<file path="src/design/enhanced_timing_peripheral_pkg.sv">
// ---------------------------------------------------------------
// Shared constants of the capture, compare and PWM controller.
// ---------------------------------------------------------------
package enhanced_timing_peripheral_pkg;
	// Register byte offsets on the Avalon-MM slave.
	localparam logic [4:0] OFS_CONTROL = 5'h00; // Mode, duty low bits, output configuration.
	localparam logic [4:0] OFS_CAP_LOW = 5'h04; // Low capture/compare byte.
	localparam logic [4:0] OFS_CAP_HIGH = 5'h08; // High capture/compare byte.
	localparam logic [4:0] OFS_STATUS = 5'h0c; // Peripheral interrupt flag in bit 0.

	// Field positions inside the control register.
	localparam int CTRL_OUT_CFG_BIT = 7; // Output configuration bit.
	localparam int CTRL_ZERO_BIT = 6; // Unimplemented, reads zero.
	localparam int CTRL_DUTY_HI = 5; // Duty low bits, upper position.
	localparam int CTRL_DUTY_LO = 4; // Duty low bits, lower position.
	localparam int CTRL_MODE_HI = 3; // Mode select field, upper position.

	// Reset values.
	localparam logic [7:0] CONTROL_RESET = 8'h00; // Peripheral off.
	localparam logic [15:0] CAPTURE_RESET = 16'h0000; // Capture/compare pair.
	localparam logic [7:0] CONTROL_WMASK = 8'hbf; // Bit 6 is not writable.

	// Mode select codes.
	localparam logic [3:0] MODE_OFF = 4'h0;
	localparam logic [3:0] MODE_CMP_TOGGLE = 4'h2;
	localparam logic [3:0] MODE_CAP_FALL = 4'h4;
	localparam logic [3:0] MODE_CAP_RISE = 4'h5;
	localparam logic [3:0] MODE_CAP_RISE4 = 4'h6;
	localparam logic [3:0] MODE_CAP_RISE16 = 4'h7;
	localparam logic [3:0] MODE_CMP_SET = 4'h8;
	localparam logic [3:0] MODE_CMP_CLEAR = 4'h9;
	localparam logic [3:0] MODE_CMP_SOFT = 4'ha;
	localparam logic [3:0] MODE_CMP_SPECIAL = 4'hb;
	localparam logic [1:0] UPPER_CAPTURE = 2'h1; // Upper mode bits of capture modes.
	localparam logic [1:0] UPPER_PWM = 2'h3; // Upper mode bits of PWM modes.

	// Prescaler terminal counts (edges minus one).
	localparam logic [3:0] PRESC_LAST_4 = 4'h3;
	localparam logic [3:0] PRESC_LAST_16 = 4'hf;

	// Dead band between half-bridge outputs.
	localparam int DEAD_BAND_NS = 200; // Least gap in ns.
	localparam int CLK_PERIOD_NS = 4; // 250 MHz system clock.
	localparam logic [7:0] DEAD_CYCLES = 8'((DEAD_BAND_NS + CLK_PERIOD_NS - 1) / CLK_PERIOD_NS);
endpackage : enhanced_timing_peripheral_pkg

</file>
<file path="src/design/enhanced_timing_peripheral_ctrl.sv">
// The Avalon-MM register port and the address map were decided locally.
`timescale 1ns/1ns
module enhanced_timing_peripheral_ctrl (
	// Clock and reset.
	input wire logic clk_i,
	input wire logic rst_n_i,
	// Avalon-MM register slave.
	input wire logic [4:0] avs_address_i,
	input wire logic avs_read_i,
	input wire logic avs_write_i,
	input wire logic [31:0] avs_writedata_i,
	input wire logic [3:0] avs_byteenable_i,
	output logic [31:0] avs_readdata_o,
	output logic avs_waitrequest_o,
	// Timer bases and neighbouring blocks.
	input wire logic [15:0] first_timer_count_i,
	input wire logic first_timer_tick_i,
	input wire logic [9:0] second_timer_count_i,
	input wire logic adc_enabled_i,
	output logic timer_reset_o,
	output logic adc_start_o,
	output logic peripheral_irq_flag_o,
	// Capture pin and its port latch.
	input wire logic capture_pin_i,
	input wire logic pin_direction_bit_i,
	input wire logic port_write_i,
	input wire logic port_data_i,
	// Driven pins.
	output logic primary_output_o,
	output logic primary_oe_n_o,
	output logic secondary_output_o,
	output logic secondary_oe_n_o
);
	// ---------------------------------------------------------------
	// State
	// ---------------------------------------------------------------
	// All registers of the block live in one packed struct.
	typedef struct packed {
		logic wait_n; // Low for the one cycle that answers a request.
		logic [31:0] rdata; // Read data, valid while wait is low.
		logic [7:0] ctrl; // Control register.
		logic [15:0] ccpr; // Capture/compare pair.
		logic flag; // Peripheral interrupt flag.
		logic sync1; // First synchroniser stage.
		logic sync2; // Second synchroniser stage.
		logic sync3; // Delayed copy for edge detection.
		logic port_q; // Port data latch as seen by capture.
		logic [3:0] presc; // Capture prescaler counter.
		logic match; // Match seen in the previous cycle.
		logic cmp_latch; // Compare output latch.
		logic pend_reset; // Special event waits for a timer tick.
		logic tmr_rst; // Timer reset pulse.
		logic adc_go; // Conversion start pulse.
		logic pwm; // Raw PWM level of the previous cycle.
		logic [7:0] dead; // Dead band countdown.
		logic p_out; // Primary pin level.
		logic p_oe_n; // Primary pin enable, low drives.
		logic s_out; // Secondary pin level.
		logic s_oe_n; // Secondary pin enable, low drives.
	} enhanced_timing_peripheral_state_t;

	enhanced_timing_peripheral_state_t st_q;
	enhanced_timing_peripheral_state_t st_d;

	// ---------------------------------------------------------------
	// Decode
	// ---------------------------------------------------------------
	logic [3:0] mode; // Mode select field.
	logic [1:0] upper; // Upper two mode bits, the mode family.
	logic is_capture, is_compare, is_pwm, access; // Family and bus answer decode.
	logic wr_ctrl, wr_low, wr_high, wr_stat; // Register write strobes.
	logic cap_src, rise, fall, cap_evt; // Capture source and its edges.
	logic match_now, match_evt, pwm_now, a_act, b_act; // Compare and PWM levels.

	// Mode and bus decode; a write lands only in its answer cycle.
	always_comb begin
		mode = st_q.ctrl[enhanced_timing_peripheral_pkg::CTRL_MODE_HI -: 4];
		upper = mode[3:2];
		is_capture = (upper == enhanced_timing_peripheral_pkg::UPPER_CAPTURE);
		is_compare = (mode == enhanced_timing_peripheral_pkg::MODE_CMP_TOGGLE) || (upper == 2'h2);
		is_pwm = (upper == enhanced_timing_peripheral_pkg::UPPER_PWM);
		access = (avs_read_i || avs_write_i) && !st_q.wait_n;
		wr_ctrl = access && avs_write_i && avs_byteenable_i[0]
			&& (avs_address_i == enhanced_timing_peripheral_pkg::OFS_CONTROL);
		wr_low = access && avs_write_i && avs_byteenable_i[0]
			&& (avs_address_i == enhanced_timing_peripheral_pkg::OFS_CAP_LOW);
		wr_high = access && avs_write_i && avs_byteenable_i[0]
			&& (avs_address_i == enhanced_timing_peripheral_pkg::OFS_CAP_HIGH);
		wr_stat = access && avs_write_i && avs_byteenable_i[0]
			&& (avs_address_i == enhanced_timing_peripheral_pkg::OFS_STATUS);
		// An output pin captures from its own port latch.
		cap_src = pin_direction_bit_i ? st_q.sync2 : st_q.port_q;
		// Edges are taken on the chosen source, so a port write is seen as well.
		rise = cap_src && !st_q.sync3;
		fall = !cap_src && st_q.sync3;
		// Event selection per capture mode.
		case (mode)
			enhanced_timing_peripheral_pkg::MODE_CAP_FALL: cap_evt = fall;
			enhanced_timing_peripheral_pkg::MODE_CAP_RISE: cap_evt = rise;
			enhanced_timing_peripheral_pkg::MODE_CAP_RISE4: cap_evt = rise && (st_q.presc == enhanced_timing_peripheral_pkg::PRESC_LAST_4);
			enhanced_timing_peripheral_pkg::MODE_CAP_RISE16: cap_evt = rise && (st_q.presc == enhanced_timing_peripheral_pkg::PRESC_LAST_16);
			default: cap_evt = 1'b0;
		endcase
		// Compare uses the first timer; a match acts once on its rise.
		match_now = is_compare && (first_timer_count_i == st_q.ccpr);
		match_evt = match_now && !st_q.match;
		// PWM runs on the second timer against a ten-bit duty.
		pwm_now = is_pwm && (second_timer_count_i
			< {st_q.ccpr[7:0], st_q.ctrl[enhanced_timing_peripheral_pkg::CTRL_DUTY_HI:enhanced_timing_peripheral_pkg::CTRL_DUTY_LO]});
		a_act = st_q.pwm && (st_q.dead == 8'h00);
		b_act = !st_q.pwm && (st_q.dead == 8'h00);
	end

	// ---------------------------------------------------------------
	// Next state
	// ---------------------------------------------------------------
	// One process computes every next value of the block.
	always_comb begin
		st_d = st_q;
		// Bus answer: one cycle of low wait after each request.
		st_d.wait_n = !((avs_read_i || avs_write_i) && st_q.wait_n);
		st_d.rdata = 32'h0000_0000;
		if ((avs_read_i || avs_write_i) && st_q.wait_n && avs_read_i) begin
			case (avs_address_i)
				enhanced_timing_peripheral_pkg::OFS_CONTROL: st_d.rdata = {24'h00_0000, st_q.ctrl};
				enhanced_timing_peripheral_pkg::OFS_CAP_LOW: st_d.rdata = {24'h00_0000, st_q.ccpr[7:0]};
				enhanced_timing_peripheral_pkg::OFS_CAP_HIGH: st_d.rdata = {24'h00_0000, st_q.ccpr[15:8]};
				enhanced_timing_peripheral_pkg::OFS_STATUS: st_d.rdata = {31'h0000_0000, st_q.flag};
				default: st_d.rdata = 32'h0000_0000;
			endcase
		end
		// Bit 6 is never stored, so it always reads back as zero.
		if (wr_ctrl) begin
			st_d.ctrl = avs_writedata_i[7:0] & enhanced_timing_peripheral_pkg::CONTROL_WMASK;
		end
		if (wr_low) begin
			st_d.ccpr[7:0] = avs_writedata_i[7:0];
		end
		if (wr_high) begin
			st_d.ccpr[15:8] = avs_writedata_i[7:0];
		end
		// Pin synchroniser; the first stage feeds only the second.
		st_d.sync1 = capture_pin_i;
		st_d.sync2 = st_q.sync1;
		st_d.sync3 = cap_src;
		if (port_write_i) begin
			st_d.port_q = port_data_i;
		end
		// Prescaler counts rises; switching prescale keeps the count.
		if (!is_capture) begin
			st_d.presc = 4'h0;
		end else if (rise && cap_evt) begin
			st_d.presc = 4'h0;
		end else if (rise) begin
			st_d.presc = st_q.presc + 4'h1;
		end
		// Capture copies the whole first timer, overwriting any old pair.
		if (cap_evt) begin
			st_d.ccpr = first_timer_count_i;
		end
		// Flag: software write sets bit 0 value, hardware set wins.
		if (wr_stat) begin
			st_d.flag = avs_writedata_i[0];
		end
		if (cap_evt || match_evt) begin
			st_d.flag = 1'b1;
		end
		// Compare actions on the output latch.
		st_d.match = match_now;
		if (match_evt) begin
			case (mode)
				enhanced_timing_peripheral_pkg::MODE_CMP_TOGGLE: st_d.cmp_latch = !st_q.cmp_latch;
				enhanced_timing_peripheral_pkg::MODE_CMP_SET: st_d.cmp_latch = 1'b1;
				enhanced_timing_peripheral_pkg::MODE_CMP_CLEAR: st_d.cmp_latch = 1'b0;
				default: st_d.cmp_latch = st_q.cmp_latch;
			endcase
		end
		// Special event: trigger now, timer reset at next tick if still matching.
		st_d.adc_go = match_evt && (mode == enhanced_timing_peripheral_pkg::MODE_CMP_SPECIAL) && adc_enabled_i;
		st_d.tmr_rst = 1'b0;
		if (match_evt && (mode == enhanced_timing_peripheral_pkg::MODE_CMP_SPECIAL)) begin
			st_d.pend_reset = 1'b1;
		end else if (!match_now || mode != enhanced_timing_peripheral_pkg::MODE_CMP_SPECIAL) begin
			st_d.pend_reset = 1'b0;
		end else if (st_q.pend_reset && first_timer_tick_i) begin
			st_d.tmr_rst = 1'b1;
			st_d.pend_reset = 1'b0;
		end
		// Dead band restarts on every edge of the raw PWM level.
		st_d.pwm = pwm_now;
		if (pwm_now != st_q.pwm) begin
			st_d.dead = enhanced_timing_peripheral_pkg::DEAD_CYCLES;
		end else if (st_q.dead != 8'h00) begin
			st_d.dead = st_q.dead - 8'h01;
		end
		// Pin drive per mode family; the output config bit only counts in PWM.
		st_d.p_out = 1'b0;
		st_d.p_oe_n = 1'b1;
		st_d.s_out = 1'b0;
		st_d.s_oe_n = 1'b1;
		if (is_pwm) begin
			st_d.p_oe_n = 1'b0;
			st_d.p_out = (st_q.ctrl[enhanced_timing_peripheral_pkg::CTRL_OUT_CFG_BIT] ? a_act : st_q.pwm)
				^ mode[1];
			if (st_q.ctrl[enhanced_timing_peripheral_pkg::CTRL_OUT_CFG_BIT]) begin
				st_d.s_oe_n = 1'b0;
				st_d.s_out = b_act ^ mode[0];
			end
		end else if (is_compare && mode != enhanced_timing_peripheral_pkg::MODE_CMP_SOFT
			&& mode != enhanced_timing_peripheral_pkg::MODE_CMP_SPECIAL) begin
			// The port direction still decides whether the pin is driven.
			st_d.p_oe_n = pin_direction_bit_i;
			st_d.p_out = st_q.cmp_latch;
		end
		// Off mode holds the compare latch, prescaler, pending reset, dead band and PWM level at reset values.
		if (mode == enhanced_timing_peripheral_pkg::MODE_OFF) begin
			st_d.cmp_latch = 1'b0;
			st_d.presc = 4'h0;
			st_d.pend_reset = 1'b0;
			st_d.dead = 8'h00;
			st_d.pwm = 1'b0;
		end
		if (wr_ctrl && avs_writedata_i[7:0] == enhanced_timing_peripheral_pkg::CONTROL_RESET) begin
			st_d.cmp_latch = 1'b0;
		end
	end

	// ---------------------------------------------------------------
	// Registers
	// ---------------------------------------------------------------
	// Synchronous active-low reset to constants only.
	always_ff @(posedge clk_i) begin
		if (!rst_n_i) begin
			st_q <= '0;
			st_q.wait_n <= 1'b1;
			st_q.ctrl <= enhanced_timing_peripheral_pkg::CONTROL_RESET;
			st_q.ccpr <= enhanced_timing_peripheral_pkg::CAPTURE_RESET;
			st_q.p_oe_n <= 1'b1;
			st_q.s_oe_n <= 1'b1;
		end else begin
			st_q <= st_d;
		end
	end

	// Every output is a flip-flop of the state.
	assign avs_readdata_o = st_q.rdata;
	assign avs_waitrequest_o = st_q.wait_n;
	assign timer_reset_o = st_q.tmr_rst;
	assign adc_start_o = st_q.adc_go;
	assign peripheral_irq_flag_o = st_q.flag;
	assign primary_output_o = st_q.p_out;
	assign primary_oe_n_o = st_q.p_oe_n;
	assign secondary_output_o = st_q.s_out;
	assign secondary_oe_n_o = st_q.s_oe_n;
endmodule : enhanced_timing_peripheral_ctrl

</file>
<file path="config.mk">
export PLATFORM = sky130hd
export DESIGN_NAME = enhanced_timing_peripheral_ctrl
export DESIGN_NICKNAME = d
export VERILOG_FILES = /design/src/design/enhanced_timing_peripheral_pkg.sv /design/src/design/enhanced_timing_peripheral_ctrl.sv
export SDC_FILE = /design/constraint.sdc
export NUM_CORES = 1
export LEC_CHECK = 0
export BUFFER_PORTS_ARGS = -buffer_cell sky130_fd_sc_hd__buf_2
export CAP_MARGIN = 20
export CELL_PAD_IN_SITES_DETAIL_PLACEMENT = 1
export CELL_PAD_IN_SITES_GLOBAL_PLACEMENT = 2
export CORE_MARGIN = 8
export CORE_UTILIZATION = 29
export CTS_CLUSTER_DIAMETER = 120
export DETAILED_ROUTE_END_ITERATION = 10
export GPL_ROUTABILITY_DRIVEN = 0
export PLACE_DENSITY = 0.85
export SYNTH_ARGS = -nofsm -noshare
export SYNTH_HDL_FRONTEND = slang
export SYNTH_SLANG_ARGS = --single-unit
</file>
<file path="constraint.sdc">
create_clock -name clk_i -period 2.2 [get_ports clk_i]
set_input_delay 0 -clock clk_i [delete_from_list [all_inputs] [get_ports clk_i]]
set_output_delay 0 -clock clk_i [all_outputs]
set_load 0.005 [all_outputs]
</file>
Yosys cells after proc, flatten, opt, wreduce, memory -nomap -nowiden

Index checks and enable logic that the tools add are counted.

Word-level logic and storage cells: 125
Input bits: 77
Bits in registers: 83

Bitwise gates (word level): 4
Eq/ne operators: 20
Reduce and logical (&&, ||, !) cells: 57
Multiplexer cells: 18
Order comparisons: 1
Add/subtract/negate cells: 2

Operator list:

| kind                                              | count |
|---|---|
| one-hot mux 8 bit (4 select lines)                | 1 |
| logical AND 1 bit                                 | 25 |
| == test 16 bit                                    | 1 |
| == test 4 x 3 -> 1 bit (second input constant)    | 4 |
| == test 4 bit (second input constant)             | 4 |
| zero test 8 bit                                   | 2 |
| two-way mux 16 bit                                | 1 |
| two-way mux 8 bit                                 | 2 |
| two-way mux 6 bit                                 | 2 |
| == test 5 x 4 -> 1 bit (second input constant)    | 2 |
| less-than comparator 10 bit                       | 1 |
| OR reduction 3 bit                                | 3 |
| == test 4 x 2 -> 1 bit (second input constant)    | 2 |
| zero test 1 bit                                   | 8 |
| inequality test 4 bit (second input constant)     | 2 |
| nonzero test 2 bit                                | 4 |
| nonzero test 8 bit                                | 1 |
| subtractor 8 x 1 -> 8 bit (second input constant) | 1 |
| two-way mux 1 bit                                 | 7 |
| two-way mux 2 bit                                 | 3 |
| AND reduction 2 bit                               | 3 |
| nonzero test 3 bit                                | 2 |
| == test 5 x 3 -> 1 bit (second input constant)    | 1 |
| zero test 5 bit                                   | 1 |
| 13 further kinds                                  | 19 |

Depth between registers and ports, before layout

Depth in word-level cells: 7
Mapped depth: 7
Mapped depth without buffers: 7

Worst setup path after synthesis

Ideal clock, no wire load.

Path kind: reg-to-reg
From: reg st_q[18] (netlist bit)
To: reg st_q[31] (netlist bit)
Data arrival time: 1743 ps
Cell stages (with the launch flop): 8
Slack: 336 ps
Path buffers: 1
Clock period less this slack: 1864 ps
Library setup time: 122 ps
Path through: dfxtp_1 ha_1 or4b_4 a2111oi_4 a31oi_2 buf_6 o21ai_0 a21oi_1

Word-level cells in the longest chain between the ends: 4

Ends and longest elaborated chain:

| element                                                  | RTL line                                                                       | RTL |
|---|---|---|
| start, declared                                          | enhanced_timing_peripheral_ctrl.sv:62                                          | `enhanced_timing_peripheral_state_t st_q;` |
| start signal, assigned                                   | enhanced_timing_peripheral_ctrl.sv:241                                         | `st_q <= st_d;` |
| == test 4 bit or == test 4 x 2 -> 1 bit (tied branches)  | enhanced_timing_peripheral_ctrl.sv:101, enhanced_timing_peripheral_ctrl.sv:100 |  |
| logical AND 1 bit (on tied branches)                     | enhanced_timing_peripheral_ctrl.sv:101, enhanced_timing_peripheral_ctrl.sv:100 |  |
| one-hot mux 1 bit (4 select lines) (*)                   | enhanced_timing_peripheral_ctrl.sv:97                                          | `case (mode)` |
| two-way mux 16 bit or nonzero test 2 bit (tied branches) | -                                                                              |  |

Mark *: on every way between the ends. The rest lies on a longest branch, timed or not.
A chain may end at the register's enable or synchronous reset.

Worst setup path in the final report

From: reg st_q[19] (netlist bit)
To: reg st_q[28] (netlist bit)

Same word-level chain as after synthesis.

==> flow_summary.toml <==
[worst_setup_path]
rr_startpoint = "st_q[19]"
setup.worst_path.start_class = "register"
crit_chain = "ha_1 -> or4b_4 -> a2111oi_4 -> a31oi_2 -> buf_6 -> o21ai_0 -> a21oi_1"
critPathBufInv = 1
worstPathRequired_ns = 2.40
r2r-end = "st_q[28]"
arrival_ns = 2.27
cp_max_fo = 33
endpoint_kind = "register"
cpPeakStageDelay_ns = 0.52
r2r_slack_ns = 0.13
crit_type = "reg -> reg"
timing.reg2reg.worst_path_depth = 7
crit_path_top_delay_cell = "or4b_4"
path_delay_family = "compound AO/OA/AOI/OAI gates"

[cts]
clockBufferDepth = 2
cts-root-buf = "clkbuf_16"
cts_tree = "built"
insertion_delay_ns = 0.33
numCtsBuffers = 9
clk_pin_slew_worst_paths_ns = 0.06
cts.sinks = 59
h-tree-depth = 3

[synthesis]
synth_xor_area_share_pct = 5.93
synth.top_cell.area_share_pct = 34.8
synth-adder-area-share_pct = 4.05
syn-cell-area_um2 = 3400
ys_seq_area_share_pct = 34.8
synth_cell_types = 59
synth_top_cells_by_area = "dfxtp_1 (35%), mux2i_1 (9.4%), buf_4 (7.3%), a21oi_1 (4.6%), nor2_1 (4.5%)"
synth_top_family_by_area = "simple AND/OR/NAND/NOR gates"
ys_ff_latch = 59
synth_compound_area_share_pct = 14.8
async_flop_share_pct = 0
syn_inst = 387
synth.avg_cell_area_um2 = 8.77
yosys.area_share.simple_pct = 17.7
synth_edf_count = 0
yosys_most_used_dff = "dfxtp_1"
synth_mux_area_share_pct = 10.2
yosysWarnings = 0
synth_top_area_cell = "dfxtp_1"

[placed_design]
hpwl_um = 7650
dpl_cell_area_um2 = 3710
portBuffers = 65

[detailed_routing]
finalWirelength_um = 9910
post_drt_via_cell_ratio = 4.79
via_count = 2953
first_iter_violations = 110
ant_nets = 0
drc = 0
drt_pass1_iterations = 4
wl_per_cell_um = 16.1

[timing]
max_freq_mhz = 484
rsz0062_at_grt = "no"
skew_ns = 0.00921
finalHoldViolations = 1
fin_crit_sh_pct = 93.9
tns_ns = 0
hold_slack_ns = -0.00156
slew_viol_final = 0
setup_viol = 0
finalCriticalPeriod_ns = 2.07

[pwr]
vdd_drop_max_uv = 289
power_frac_seq_pct = 40.8
p_leak_nw = 1.72
p_sw_w = 0.000585
power.density_nw_per_um2 = 625
internal_power_w = 0.00206
switching_share_pct = 22.1
share_comb_of_total_power_pct = 7.5
power_frac_clock_pct = 51.7

[finish]
multiInputGateArea_um2 = 1890
fin_nets = 558
design_area_um2 = 4230
ff_latch_area_um2 = 1180
antenna_cells = 0
drive_gt1_share_pct = 22.4
fillCellCount = 1375
area_growth_pct = 24.6

[global_routing]
track_usage_pct = 12.7
grt_pass1_vias = 3212
overflow = 0
grt_antenna_before_repair = 0
grt_max_degree = 34
grt_pass1_wl_um = 16100

[floorplanning]
core_area_um2 = 11400
dieWidth_um = 124
dieHeight_um = 124
rows = 39
ios = 117
die_area_um2 = 15400
start_util_pct = 29.7

[hold_path]
worstHoldStart = "first_timer_count_i[10]"
hp-class = "in -> reg"
hold_depth = 3
hold-path-endpoint = "st_q[37]"

[outcome]
violations = "hold timing"
status = "complete, but fails checks"

[flow_run]
max_cap_violations = 0
[layout by cell type (no fill, tap or decap), drive strengths merged, types with 5 or more instances in the layout]
master,instances
or3,6
buf,77
nor2,41
nor3b,6
o21ai,26
xnor2,6
dlygate4sd3,22
conb,24
mux2i,33
a21oi,31
nand2,19
nor4,6
inv,16
nand2b,5
clkbuf,11
xor2,17
nor2b,5
ha,11
dfxtp,59
[flip-flops by register name, indices dropped and copies added, names as in the netlist]
name and flops:
secondary_output_o 1, st_d 1, adc_start_o 1, secondary_oe_n_o 1, mode 4, avs_waitrequest_o 1, primary_output_o 1, avs_readdata_o 8
primary_oe_n_o 1, timer_reset_o 1, peripheral_irq_flag_o 1, st_q 38
[Yosys cell counts, types with 5 or more instances]
cell type	number
o21ai_0	23
inv_1	16
dfxtp_1	59
buf_4	33
or3_1	5
ha_1	11
xnor2_1	6
nor4_1	6
nor2b_1	5
nand2_1	19
nand2b_1	5
nor2_1	41
xor2_1	17
mux2i_1	32
a21oi_1	31
[worst max path at each step]
stage	cells past startpoint	slack (ns)	start	to
after floorplan	7	0.34	st_q[18]	st_q[31]
after global placement	7	0.18	st_q[4]	primary_output_o
after detailed placement	7	0.11	st_q[19]	st_q[28]
after CTS	7	0.05	st_q[19]	st_q[28]
after global routing	7	0.003	st_q[5]	primary_output_o
final	7	0.13	st_q[19]	st_q[28]
[stage by stage]
step	cells	utilization, %	worst slack [ns]	total power (W)
global placement	580	32.5	0.183	0.00126
floorplan	410	-	0.336	0.00122
CTS	616	36.9	0.0496	0.00268
detailed placement	580	32.5	0.111	0.00127
finish	616	37.0	0.134	0.00265
global route	616	37.0	0.00273	0.00274
[metal layers]
layer	vias up	GRT usage, %	part of all wire, %
li1	1459	-	-
met1	1413	14.3	44
met2	68	22.7	51
met3	13	3.06	3.1
met4	0	4.75	1.8
met5	-	0	0
[power groups by stage]
stage                     registers [W]  logic, W  clock network, W
after floorplan                 0.00110  0.000114                 0
after global placement          0.00110  0.000162                 0
after detailed placement        0.00110  0.000166                 0
after CTS                       0.00108  0.000199           0.00140
after global routing            0.00108  0.000222           0.00144
final                           0.00108  0.000199           0.00137
[timing repair]
item / CTS / global route
setup endpoints to repair: 0 / 12
resized for setup: 0 / 3
hold buffers: 22 / 0
hold endpoints to repair: 21 / 0
setup buffers: 0 / 0
[cell type report]
type / count / area share [%]
clock inverters: 3 / 0.946
repair buffers: 99 / 15.1
inverters: 16 / 1.42
clock buffers: 11 / 5.74
multi-input cells: 285 / 44.6
well taps: 143 / 4.23
flip-flops and latches: 59 / 27.9
[logic make-up after synthesis]
kind of cell	count (synthesis)
other	1
multiplexers	34
AO/OA/AOI/OAI	80
buffers and inverters	66
XOR/XNOR	23
adder cells (fa/ha/maj)	11
AND/OR/NAND/NOR	113
flip-flops	59
[worst min-delay path: stages]
cell	delay [ns]
buf_2	0.10
o21ai_0	0.09
a21oi_1	0.10
No activity file was read; power rests on OpenSTA's default activity.
